===== src/ctq_defs.vh =====
`ifndef CTQ_DEFS_VH
`define CTQ_DEFS_VH
// ----------------------------------------
// register offsets (byte addresses)
// ----------------------------------------
`define CTQ_REG_CTRL 8'h00
`define CTQ_REG_DELAY 8'h04
`define CTQ_REG_LINE 8'h08
`define CTQ_REG_STAT 8'h0c
// ----------------------------------------
// control field positions
// ----------------------------------------
`define CTQ_CTRL_ON 0
`define CTQ_CTRL_SRC_LO 1
`define CTQ_CTRL_SRC_HI 2
`define CTQ_CTRL_MODE_LO 3
`define CTQ_CTRL_MODE_HI 5
`define CTQ_CTRL_POL_LO 6
`define CTQ_CTRL_POL_HI 7
`define CTQ_CTRL_OPT5 8
`define CTQ_CTRL_RST 9'h000
`define CTQ_DELAY_RST 21'h000000
`define CTQ_DELAY_MAX 21'h1e8480
// ----------------------------------------
// encodings
// ----------------------------------------
`define CTQ_SRC_LINE_A 2'h0
`define CTQ_SRC_LINE_B 2'h1
`define CTQ_SRC_CNT 2'h2
`define CTQ_MODE_RISE 3'h0
`define CTQ_MODE_FALL 3'h1
`define CTQ_MODE_BOTH 3'h2
`define CTQ_MODE_HIGH 3'h3
`define CTQ_MODE_LOW 3'h4
`define CTQ_POL_OFF 2'h0
`define CTQ_POL_READOUT 2'h1
`define CTQ_POL_EXPOSURE 2'h2
`define CTQ_LBL_IN_A 3'h1
`define CTQ_LBL_IN_B 3'h2
`define CTQ_LBL_OUT_A 3'h3
`define CTQ_LBL_OUT_B 3'h4
`define CTQ_LBL_OUT_C 3'h5
`define CTQ_LBL_NONE 3'h0
// ----------------------------------------
// timing
// ----------------------------------------
`define CTQ_CLK_HZ 20000000
`define CTQ_TICK_US 1
`define CTQ_TICK_CYC ((`CTQ_CLK_HZ / 1000000) * `CTQ_TICK_US)
// last count of the tick divider; keep equal to CTQ_TICK_CYC minus one
`define CTQ_TICK_LAST 5'h13
`endif


===== src/ctq_sync.v =====
module ctq_sync (
  // clock
  input wire clk_i,
  input wire rst_i,
  input wire ce_i,
  // pin
  input wire pin_i,
  output wire lvl_o
);
  reg s1_ff;
  reg s2_ff;
  reg s3_ff;
  reg lvl_ff;
  // change counts once stages two and three agree
  always @(posedge clk_i) begin
    if (rst_i) begin
      s1_ff <= 1'b0;
      s2_ff <= 1'b0;
      s3_ff <= 1'b0;
      lvl_ff <= 1'b0;
    end else if (ce_i) begin
      s1_ff <= pin_i;
      s2_ff <= s1_ff;
      s3_ff <= s2_ff;
      if (s2_ff == s3_ff) begin
        lvl_ff <= s3_ff;
      end
    end
  end
  assign lvl_o = lvl_ff;
endmodule


===== src/ctq_us_tick.v =====
`include "ctq_defs.vh"
module ctq_us_tick (
  // clock
  input wire clk_i,
  input wire rst_i,
  input wire ce_i,
  // restart and tick
  input wire clr_i,
  output wire tick_o
);
  reg [4:0] cnt_ff;
  wire wrap;
  assign wrap = (cnt_ff == `CTQ_TICK_LAST);
  // one-microsecond tick, restarted when a delay starts
  always @(posedge clk_i) begin
    if (rst_i) begin
      cnt_ff <= 5'h00;
    end else if (ce_i) begin
      if (clr_i || wrap) begin
        cnt_ff <= 5'h00;
      end else begin
        cnt_ff <= cnt_ff + 5'h01;
      end
    end
  end
  assign tick_o = wrap & ~clr_i;
endmodule


===== src/ctq_trigger.v =====
// The implementer's own choices: the address map and the Wishbone register port.
`include "ctq_defs.vh"
module ctq_trigger (
  // clock and reset
  input wire clk_i,
  input wire rst_i,
  input wire ce_i,
  // wishbone slave
  input wire wb_cyc_i,
  input wire wb_stb_i,
  input wire wb_we_i,
  input wire [7:0] wb_adr_i,
  input wire [3:0] wb_sel_i,
  input wire [31:0] wb_dat_i,
  output wire [31:0] wb_dat_o,
  output wire wb_ack_o,
  // trigger inputs (already through the inverter)
  input wire in_line_a_i,
  input wire in_line_b_i,
  input wire cnt_one_done_i,
  // frame state from the sensor timing
  input wire exposing_i,
  input wire reading_i,
  // trigger event
  output wire trig_fire_o,
  output wire trig_busy_o
);
  localparam ST_IDLE = 2'h0;
  localparam ST_WAIT = 2'h1;
  localparam ST_HOLD = 2'h2;

  // ----------------------------------------
  // registers
  // ----------------------------------------
  reg [8:0] ctrl_ff;
  reg [20:0] trig_wait_us_ff;
  reg [2:0] line_index_sel_ff;
  reg [31:0] dat_ff;
  reg ack_ff;
  reg [1:0] st_ff;
  reg [20:0] dly_ff;
  reg fire_ff;
  reg latched_ff;
  reg prev_ff;
  reg refused_ff;
  reg exp_d_ff;
  reg busy_ff;

  wire trig_on_off;
  wire [1:0] src_sel;
  wire [2:0] trig_qualify_mode;
  wire [1:0] trig_accept_policy;
  wire opt_out_c;
  assign trig_on_off = ctrl_ff[`CTQ_CTRL_ON];
  assign src_sel = ctrl_ff[`CTQ_CTRL_SRC_HI:`CTQ_CTRL_SRC_LO];
  assign trig_qualify_mode = ctrl_ff[`CTQ_CTRL_MODE_HI:`CTQ_CTRL_MODE_LO];
  assign trig_accept_policy = ctrl_ff[`CTQ_CTRL_POL_HI:`CTQ_CTRL_POL_LO];
  assign opt_out_c = ctrl_ff[`CTQ_CTRL_OPT5];

  // ----------------------------------------
  // input synchronisers
  // ----------------------------------------
  wire lvl_a;
  wire lvl_b;
  ctq_sync u_sync_a (
    .clk_i(clk_i),
    .rst_i(rst_i),
    .ce_i(ce_i),
    .pin_i(in_line_a_i),
    .lvl_o(lvl_a)
  );
  ctq_sync u_sync_b (
    .clk_i(clk_i),
    .rst_i(rst_i),
    .ce_i(ce_i),
    .pin_i(in_line_b_i),
    .lvl_o(lvl_b)
  );

  // ----------------------------------------
  // line labels
  // ----------------------------------------
  reg [2:0] line_label;
  always @* begin
    case (line_index_sel_ff)
      3'h1: line_label = `CTQ_LBL_IN_A;
      3'h2: line_label = `CTQ_LBL_IN_B;
      3'h3: line_label = `CTQ_LBL_OUT_A;
      3'h4: line_label = `CTQ_LBL_OUT_B;
      3'h5: line_label = opt_out_c ? `CTQ_LBL_OUT_C : `CTQ_LBL_NONE;
      default: line_label = `CTQ_LBL_NONE;
    endcase
  end
  wire line_is_out;
  assign line_is_out = (line_label >= `CTQ_LBL_OUT_A);

  // ----------------------------------------
  // qualification
  // ----------------------------------------
  wire src_is_line;
  wire line_lvl;
  assign src_is_line = (src_sel == `CTQ_SRC_LINE_A) || (src_sel == `CTQ_SRC_LINE_B);
  assign line_lvl = (src_sel == `CTQ_SRC_LINE_B) ? lvl_b : lvl_a;

  reg qual;
  always @* begin
    qual = 1'b0;
    if (!src_is_line) begin
      qual = (src_sel == `CTQ_SRC_CNT) & cnt_one_done_i;
    end else begin
      case (trig_qualify_mode)
        `CTQ_MODE_RISE: qual = line_lvl & ~prev_ff;
        `CTQ_MODE_FALL: qual = ~line_lvl & prev_ff;
        `CTQ_MODE_BOTH: qual = line_lvl ^ prev_ff;
        `CTQ_MODE_HIGH: qual = line_lvl;
        `CTQ_MODE_LOW: qual = ~line_lvl;
        default: qual = 1'b0;
      endcase
    end
  end
  wire valid_trig;
  assign valid_trig = trig_on_off & qual;

  // ----------------------------------------
  // overlap policy
  // ----------------------------------------
  // a level trigger is only taken when the block is free, so it does not retrigger
  // mid-delay; busy covers the frame from the cycle after the fire until its exposure ends
  reg accept;
  always @* begin
    case (trig_accept_policy)
      `CTQ_POL_OFF: accept = ~exposing_i & ~reading_i;
      `CTQ_POL_READOUT: accept = ~exposing_i;
      `CTQ_POL_EXPOSURE: accept = ~exposing_i;
      default: accept = ~exposing_i & ~reading_i;
    endcase
  end
  wire exp_end;
  assign exp_end = exp_d_ff & ~exposing_i;
  wire take;
  // busy only rises the cycle after a fire, so the fire itself blocks a retake
  assign take = valid_trig & accept & (st_ff == ST_IDLE) & ~busy_ff & ~fire_ff;

  // ----------------------------------------
  // delay and fire
  // ----------------------------------------
  wire tick;
  reg tick_clr;
  ctq_us_tick u_tick (
    .clk_i(clk_i),
    .rst_i(rst_i),
    .ce_i(ce_i),
    .clr_i(tick_clr),
    .tick_o(tick)
  );
  always @* begin
    tick_clr = take;
  end

  // postponement: exposure may not finish before the previous readout does
  wire hold_needed;
  assign hold_needed = (trig_accept_policy == `CTQ_POL_EXPOSURE) & reading_i;
  wire qual_is_level;
  assign qual_is_level = src_is_line &
    ((trig_qualify_mode == `CTQ_MODE_HIGH) || (trig_qualify_mode == `CTQ_MODE_LOW));

  always @(posedge clk_i) begin
    if (rst_i) begin
      st_ff <= ST_IDLE;
      dly_ff <= `CTQ_DELAY_RST;
      fire_ff <= 1'b0;
      latched_ff <= 1'b0;
      prev_ff <= 1'b0;
      refused_ff <= 1'b0;
      exp_d_ff <= 1'b0;
      busy_ff <= 1'b0;
    end else if (ce_i) begin
      prev_ff <= line_lvl;
      exp_d_ff <= exposing_i;
      fire_ff <= 1'b0;
      if (fire_ff) begin
        busy_ff <= 1'b1;
      end else if (exp_end || (!exposing_i && !reading_i)) begin
        busy_ff <= 1'b0;
      end
      if (valid_trig && !take && !qual_is_level) begin
        refused_ff <= 1'b1;
      end
      case (st_ff)
        ST_IDLE: begin
          if (take) begin
            if (trig_wait_us_ff == 21'h000000) begin
              if (hold_needed) begin
                latched_ff <= 1'b1;
                st_ff <= ST_HOLD;
              end else begin
                fire_ff <= 1'b1;
              end
            end else begin
              dly_ff <= trig_wait_us_ff;
              st_ff <= ST_WAIT;
            end
          end
        end
        ST_WAIT: begin
          if (tick) begin
            dly_ff <= dly_ff - 21'h000001;
            if (dly_ff == 21'h000001) begin
              if (hold_needed) begin
                latched_ff <= 1'b1;
                st_ff <= ST_HOLD;
              end else begin
                fire_ff <= 1'b1;
                st_ff <= ST_IDLE;
              end
            end
          end
        end
        ST_HOLD: begin
          if (!reading_i) begin
            latched_ff <= 1'b0;
            fire_ff <= 1'b1;
            st_ff <= ST_IDLE;
          end
        end
        default: st_ff <= ST_IDLE;
      endcase
    end
  end

  // ----------------------------------------
  // wishbone slave
  // ----------------------------------------
  wire req;
  assign req = wb_cyc_i & wb_stb_i & ~ack_ff;
  reg [31:0] rd_mux;
  always @* begin
    case (wb_adr_i)
      `CTQ_REG_CTRL: rd_mux = {23'h000000, ctrl_ff};
      `CTQ_REG_DELAY: rd_mux = {11'h000, trig_wait_us_ff};
      `CTQ_REG_LINE: rd_mux = {25'h0000000, line_is_out, line_label, line_index_sel_ff};
      `CTQ_REG_STAT: rd_mux = {26'h0000000, refused_ff, latched_ff, busy_ff, lvl_b, lvl_a,
        (st_ff != ST_IDLE)};
      default: rd_mux = 32'h00000000;
    endcase
  end
  always @(posedge clk_i) begin
    if (rst_i) begin
      ctrl_ff <= `CTQ_CTRL_RST;
      trig_wait_us_ff <= `CTQ_DELAY_RST;
      line_index_sel_ff <= 3'h1;
      dat_ff <= 32'h00000000;
      ack_ff <= 1'b0;
    end else if (ce_i) begin
      ack_ff <= req;
      if (req) begin
        dat_ff <= rd_mux;
      end
      if (req && wb_we_i) begin
        if (wb_adr_i == `CTQ_REG_CTRL) begin
          if (wb_sel_i[0]) begin
            ctrl_ff[7:0] <= wb_dat_i[7:0];
          end
          if (wb_sel_i[1]) begin
            ctrl_ff[8] <= wb_dat_i[8];
          end
        end
        if (wb_adr_i == `CTQ_REG_DELAY && (&wb_sel_i[2:0])) begin
          if (wb_dat_i[20:0] > `CTQ_DELAY_MAX) begin
            trig_wait_us_ff <= `CTQ_DELAY_MAX;
          end else begin
            trig_wait_us_ff <= wb_dat_i[20:0];
          end
        end
        if (wb_adr_i == `CTQ_REG_LINE && wb_sel_i[0]) begin
          line_index_sel_ff <= wb_dat_i[2:0];
        end
      end
    end
  end
  assign wb_ack_o = ack_ff;
  assign wb_dat_o = dat_ff;
  assign trig_fire_o = fire_ff;
  assign trig_busy_o = busy_ff;
endmodule


===== config.mk =====
export PLATFORM = sky130hd
export DESIGN_NAME = ctq_trigger
export DESIGN_NICKNAME = d
export VERILOG_FILES = /design/src/ctq_sync.v /design/src/ctq_us_tick.v /design/src/ctq_trigger.v
export VERILOG_INCLUDE_DIRS = /design/src
export SDC_FILE = /design/constraint.sdc
export NUM_CORES = 1
export LEC_CHECK = 0
export BUFFER_PORTS_ARGS = -buffer_cell sky130_fd_sc_hd__buf_2
export CAP_MARGIN = 5
export CORE_MARGIN = 3
export CORE_UTILIZATION = 60
export CTS_BUF_LIST = sky130_fd_sc_hd__clkbuf_16
export DETAILED_ROUTE_END_ITERATION = 10
export GPL_TIMING_DRIVEN = 1
export PLACE_DENSITY = 0.9
export REMOVE_ABC_BUFFERS = 1
export SLEW_MARGIN = 20
export SYNTH_ARGS = -nofsm -noshare
export SYNTH_HDL_FRONTEND = slang
export SYNTH_HIERARCHICAL = 1
export SYNTH_SLANG_ARGS = --single-unit

===== constraint.sdc =====
create_clock -name clk_i -period 9.2 [get_ports clk_i]
set_input_delay 2.3 -clock clk_i [delete_from_list [all_inputs] [get_ports clk_i]]
set_output_delay 2.3 -clock clk_i [all_outputs]
set_load 0.005 [all_outputs]

-- Word-level counts from Yosys, hierarchy flattened
Index checks and enable logic that the tools add are counted.
- add/sub/neg operators: 2
- multipliers: 0
- div/mod/pow operators: 0
- $lt $le $gt $ge: 2
- equality and inequality tests: 29
- shift-type cells: 0
- mux-type cells: 37
- bitwise gates (word level): 24
- reduce and logical (&&, ||, !) cells: 37
- operator list (kind ; count):
    21-bit 2-to-1 mux ; 4
    21-bit case mux with 4 select lines ; 1
    21-bit case mux with 2 select lines ; 1
    21-bit by 1-bit == test with 1-bit output (second input constant) ; 1
    21-bit greater-than comparator (second input constant) ; 1
    21-bit zero test ; 1
    21-bit by 1-bit subtractor with 21-bit output (second input constant) ; 1
    1-bit 2-to-1 mux ; 17
    8-bit by 4-bit == test with 1-bit output (second input constant) ; 2
    1-bit AND ; 15
    3-bit case mux with 5 select lines ; 1
    2-bit 2-to-1 mux ; 7
    3-bit by 2-bit == test with 1-bit output (second input constant) ; 4
    2-bit inequality test (second input constant) ; 5
    2-bit AND reduction ; 5
    3-bit == test (second input constant) ; 3
    3-bit AND reduction ; 3
    8-bit by 3-bit == test with 1-bit output (second input constant) ; 1
    8-bit zero test ; 1
    1-bit NOT ; 8
    4-bit AND reduction ; 2
    7-bit AND reduction ; 1
    2-bit by 1-bit == test with 1-bit output (second input constant) ; 3
    2-bit == test (second input constant) ; 3
    other kinds (23) ; 40
- flip-flop bits (word level): 108
- bits in latches: 0
- memory bits (writable): 0
- memory bits (read-only): 0
- bits of input ports: 55
- output and inout bits: 35
- word-level logic and storage cells: 154
- memories kept: 0

-- Logic depth before layout (Yosys ltp)
- depth after elaboration: 15
- gate-level depth with buffers: 14
- depth with buffers taken out: 14

-- By module
The synthesis kept the hierarchy.
- modules (own cells, without submodules) (module ; instances ; cells an instance ; area each (µm²)):
    ctq_trigger ; 1 ; 567 ; 4579.4
    ctq_sync ; 2 ; 16 ; 171.4
    ctq_us_tick ; 1 ; 28 ; 250.2

-- Worst setup path after synthesis
Ideal clock, no wire load.
- kind: input port to flip-flop
- from: input exposing_i
- to: register dly_ff[13]
- library setup time: 88 ps
- data arrival time: 4092 ps
- data required time: 9112 ps
- setup slack: 5020 ps
- stages on the path: 11
- buffers on the path: 1
- cells stage by stage: nor3_1 > nand3_1 > nand2b_1 > a21oi_1 > nor2_1 > nand2b_1 > nor3b_1 > nand2_1 > clkbuf_1 > a21oi_1 > o32ai_2
- longest elaborated chain between the ends: 11
- ends and longest elaborated chain (what ; line ; text):
    from (decl) ; ctq_trigger.v:22 ; input wire exposing_i,
    1-bit NOT (*) ; - ;
    1-bit AND ; ctq_trigger.v:132, ctq_trigger.v:135 ;
    1-bit 2-to-1 mux (*) ; - ;
    1-bit AND (*) (4 in series) ; ctq_trigger.v:142 ; assign take = valid_trig & accept & (st_ff == ST_IDLE) & ~busy_ff & ~fire_ff;
    named net take ; ctq_trigger.v:140 ; wire take;
    1-bit NOT (*) ; ctq_us_tick.v:26 ; assign tick_o = wrap & ~clr_i;
    1-bit AND (*) ; ctq_us_tick.v:26 ;
    named net tick ; ctq_trigger.v:147 ; wire tick;
    2-bit inequality test (no source line) (*) ; - ;
    5-bit AND reduction (no source line) (*) ; - ;
    to (signal assigned) ; ctq_trigger.v:170 ; dly_ff <= `CTQ_DELAY_RST;
    to (signal assigned) ; ctq_trigger.v:200 ; dly_ff <= trig_wait_us_ff;
    to (signal assigned) ; ctq_trigger.v:207 ; dly_ff <= dly_ff - 21'h000001;
    to (decl) ; ctq_trigger.v:41 ; reg [20:0] dly_ff;
The timed path passes the listed nets; every way through them passes the cells marked *.
A chain may end at the register's enable or synchronous reset.

-- Worst setup path after layout
- from: input ce_i
- to: register trig_wait_us_ff[3]
- longest elaborated chain between the ends: 1
- ends and longest elaborated chain (what ; line ; text):
    from (decl) ; ctq_trigger.v:7 ; input wire ce_i,
    3-bit AND reduction (no source line) ; - ;
    to (signal assigned) ; ctq_trigger.v:250 ; trig_wait_us_ff <= `CTQ_DELAY_RST;
    to (signal assigned) ; ctq_trigger.v:270 ; trig_wait_us_ff <= `CTQ_DELAY_MAX;
    to (signal assigned) ; ctq_trigger.v:272 ; trig_wait_us_ff <= wb_dat_i[20:0];
    to (decl) ; ctq_trigger.v:36 ; reg [20:0] trig_wait_us_ff;
Every way passes these cells.

==> flow_summary_export.csv <==
group,metric,value,unit
outcome,outcome,"completed",
setup_path,crit_type,"in -> reg",
global_route,grt_max_degree,52,
clock_network,clk_latency,350,ps
floorplanning,core.rowCount,33,
logic_synthesis,netlist_area,0.00517,mm²
setup_path,reg2reg_slack,5300,ps
routing,ant_nets,0,
hold_path,hold_start,"wb_dat_o[20]",
placed_design,placed_area,0.00544,mm²
setup_path,crit_path_max_incr_delay,730,ps
logic_synthesis,ys_warn_count,6,
hold_path,hold_class,"reg -> reg",
sta,worst_pin_slew,985,ps
setup_path,arrival,5020,ps
cells_and_area,drive_gt1_frac,0.169,
cells_and_area,syn_to_final_growth,10.8,%
sta,finalClockSkew,7.03,ps
cells_and_area,num_antenna_cells,0,
placed_design,port_buffers,66,
logic_synthesis,yosysUniqueCellTypes,71,
setup_path,timing.rr.end,"dly_ff[18]",
clock_network,ctsRootBufferMaster,"clkbuf_16",
logic_synthesis,postSynth.asyncResetShare,0,
cells_and_area,nets,726,
power_and_ir_drop,vdd_ir_drop_max,0.000121,V
floorplanning,start_util,0.623,
logic_synthesis,synth.avg_cell_area,8.25,µm²
sta,finalMaxSlewViolations,0,
global_route,grt_usage,0.292,
setup_path,crit_cells,6,
clock_network,post_cts_buffers,0,
global_route,overflow,0,
routing,firstDrtPassIters,5,
floorplanning,die_area,0.00977,mm²
setup_path,slowest_stage,"and4b_1",
routing,drt_iter0_drc,493,
setup_path,cp-start-kind,"primary input",
global_route,antenna_found_initial,0,
setup_path,crit_chain,"buf_2 > and4b_1 > and3_1 > nand4_1 > a22oi_1 > nor2_1",
power_and_ir_drop,p_leak,2.21,nW
setup_path,critPathTopFamily,"simple AND/OR/NAND/NOR gates",
floorplanning,core-area,0.00830,mm²
hold_path,min_path_cells,2,
routing,wirelength,14400,µm
floorplanning,design.portCount,90,
setup_path,reg2reg_depth,13,
logic_synthesis,synth_edf_count,0,
sta,final_hold_viol_count,0,
clock_network,cts_buffers,9,
clock_network,clkSinkCount,97,
routing,vias,5125,
logic_synthesis,synthCells,627,
global_route,grt_pass1_wl,23500,µm
floorplanning,die_h,98.9,µm
routing,drc_errors,0,
global_route,grt_pass1_vias,4806,
logic_synthesis,yosys.area.top_type_share,0.375,
sta,finalCriticalPeriod,4820,ps
setup_path,crit_buf_inv,1,
sta,fmax,0.207,GHz
clock_network,cts_hold_buf,0,
sta,rsz0062_at_grt,"no",
logic_synthesis,synth_ff_type,"dfxtp_1",
setup_path,worstSetupEndpointType,"flop",
logic_synthesis,ys_top_cells_by_area,"dfxtp_1 (38%), a21oi_1 (6.4%), nor2_1 (4.9%)",
logic_synthesis,synth_top_area_cell,"dfxtp_1",
placed_design,hpwl,10000,µm
sta,max-slew-margin-rel,0.340,
placed_design,gp_congestion,0.917,
setup_path,required,9400,ps
sta,setup_tns,0,ps
cells_and_area,nFillCells,675,
sta,fin_crit_sh,0.524,
job,maxCapViolCount,0,
clock_network,cts_tree,"yes",
setup_path,cp_max_fo,24,
clock_network,h-tree-depth,3,
sta,setup_viol,0,
routing,avgRoutedWirePerCell,18.6,µm
logic_synthesis,ys_seq_area_frac,0.375,
cells_and_area,multiInputGateArea,0.00296,mm²
clock_network,clk_pin_slew,70,ps
floorplanning,fp.dieW,98.9,µm
cells_and_area,final_area,0.00573,mm²
clock_network,ctsResizeCount,0,
hold_path,min_to,"wb_dat_o[20]",
logic_synthesis,synth-seq-cells,97,
cells_and_area,seq_area,0.00194,mm²
power_and_ir_drop,powerDensity,146,mW/mm²
clock_network,cts_buffer_depth,2,
setup_path,r2r-start,"ctrl_ff[1]",
routing,viasPerCell,6.61,
-- where the power goes --
part / switching [mW] / total (mW) / internal [mW] / leakage [nW]
Combinational: 0.0319 / 0.0467 / 0.0148 / 1.29
Sequential: 0.00206 / 0.424 / 0.422 / 0.782
Clock: 0.179 / 0.367 / 0.188 / 0.139
-- Yosys cell counts (3+ instances only) --
library cell and instances:
dfxtp_1 97, nor2_1 68, a21oi_1 66, nand2_1 65, clkbuf_1 34, mux2i_1 25
nand3_1 23, a22oi_1 19, o21ai_0 19, inv_1 15, nor3_1 14, buf_4 11
nand2b_1 11, nor4_1 11, o32ai_2 11, nand4_1 10, nor2b_1 7, o21ai_1 7
o32ai_1 7, ha_1 6, a22o_1 5, a31oi_1 5, o211ai_1 5, a211oi_1 4
a221oi_1 4, a32o_1 4, and3_1 4, buf_2 4, nor3b_1 4, or4_1 4
nor4_2 3, o31a_1 3, or3_1 3
-- state kept, by name, summed over array words and instances (netlist names), 2 cells and up --
name and flops:
u_tick/cnt_ff 5, trig_wait_us_ff 21, line_index_sel_ff 3, dly_ff 21, ctrl_ff 9, st_ff 2
wb_dat_o 21
-- area by class of cell --
type / count / area share
well taps: 105 / 0.0229
multi-input cells: 471 / 0.516
inverters: 17 / 0.0111
flip-flops and latches: 97 / 0.339
clock buffers: 9 / 0.0393
clock inverters: 7 / 0.0103
repair buffers: 69 / 0.0616
-- cells in the final DEF, fill, tap and decap left out, types with 3 or more instances in the layout --
| master | synthesis | routed |
|---|---|---|
| a32o_1 | 4 | 4 |
| mux2i_1 | 25 | 25 |
| nand2_1 | 65 | 65 |
| dfxtp_1 | 97 | 97 |
| conb_1 | 1 | 11 |
| a22oi_1 | 19 | 19 |
| a221oi_1 | 4 | 4 |
| buf_4 | 11 | 3 |
| nor2b_1 | 7 | 6 |
| clkbuf_16 | 0 | 9 |
| nand4_1 | 10 | 10 |
| nor3b_1 | 4 | 4 |
| a21oi_1 | 66 | 66 |
| a211oi_1 | 4 | 4 |
| or3_1 | 3 | 3 |
| inv_6 | 0 | 3 |
| o21ai_1 | 7 | 7 |
| inv_1 | 15 | 15 |
| nor4_2 | 3 | 3 |
| or4_1 | 4 | 4 |
| o32ai_1 | 7 | 7 |
| o211ai_1 | 5 | 5 |
| buf_2 | 4 | 66 |
| nor4_1 | 11 | 11 |
| nor2_1 | 68 | 68 |
| a31oi_1 | 5 | 5 |
| nand3_1 | 23 | 23 |
| o32ai_2 | 11 | 11 |
| ha_1 | 6 | 6 |
| a22o_1 | 5 | 5 |
| and3_1 | 4 | 4 |
| nor3_1 | 14 | 14 |
| nand2b_1 | 11 | 11 |
| o31a_1 | 3 | 3 |
| o21ai_0 | 19 | 19 |
-- cell families after synthesis --
family / count (synthesis) / share of synthesized area
AND/OR/NAND/NOR: 245 / 0.240
other: 1 / 0.000725
buffers and inverters: 69 / 0.0610
flip-flops: 97 / 0.375
AO/OA/AOI/OAI: 180 / 0.248
adder cells (fa/ha/maj): 6 / 0.0145
multiplexers: 29 / 0.0600
-- how the worst max path moves through the flow --
stage | to | startpoint | slack, ps
finish | trig_wait_us_ff[3] | ce_i | 4380
floorplan | dly_ff[13] | cnt_one_done_i | 4570
global placement | dly_ff[17] | exposing_i | 4220
CTS | dly_ff[17] | exposing_i | 4470
detailed placement | trig_wait_us_ff[14] | ce_i | 4130
global route | trig_wait_us_ff[14] | ce_i | 4150
-- per-stage QoR --
stage           util  hold slack [ps]  power, mW  setup WS [ps]  std cells
6_report       0.690              453      0.838           4380        775
4_1_cts        0.690              455      0.836           4470        775
5_1_grt        0.690              479      0.860           4150        775
3_5_place_dp   0.656              444      0.479           4130        759
2_1_floorplan      -              434      0.449           4570        585
3_3_place_gp   0.656              435      0.477           4220        759
-- worst reg2reg max path, cell delays in order, from the launching register on --
cell and delay [ps]:
dfxtp_1 370, nor2b_1 180, mux2_4 340, ha_1 280, mux2i_1 80, a221oi_2 520, a21oi_1 300, nor2_1 200
nand2b_1 140, nor3b_1 280, buf_4 250, nand2_1 340, a21oi_1 360, o32ai_2 110
-- layer usage --
metal  share of wire  routed length [µm]  vias up  track usage
met5               0                   0        -            0
met4           0.027                 386        0       0.0977
met3           0.082                1180       47       0.0559
met2            0.48                6990      288        0.489
met1            0.41                5860     2423        0.379
li1                -                   -     2367            -
(Power assumes the default switching activity.)
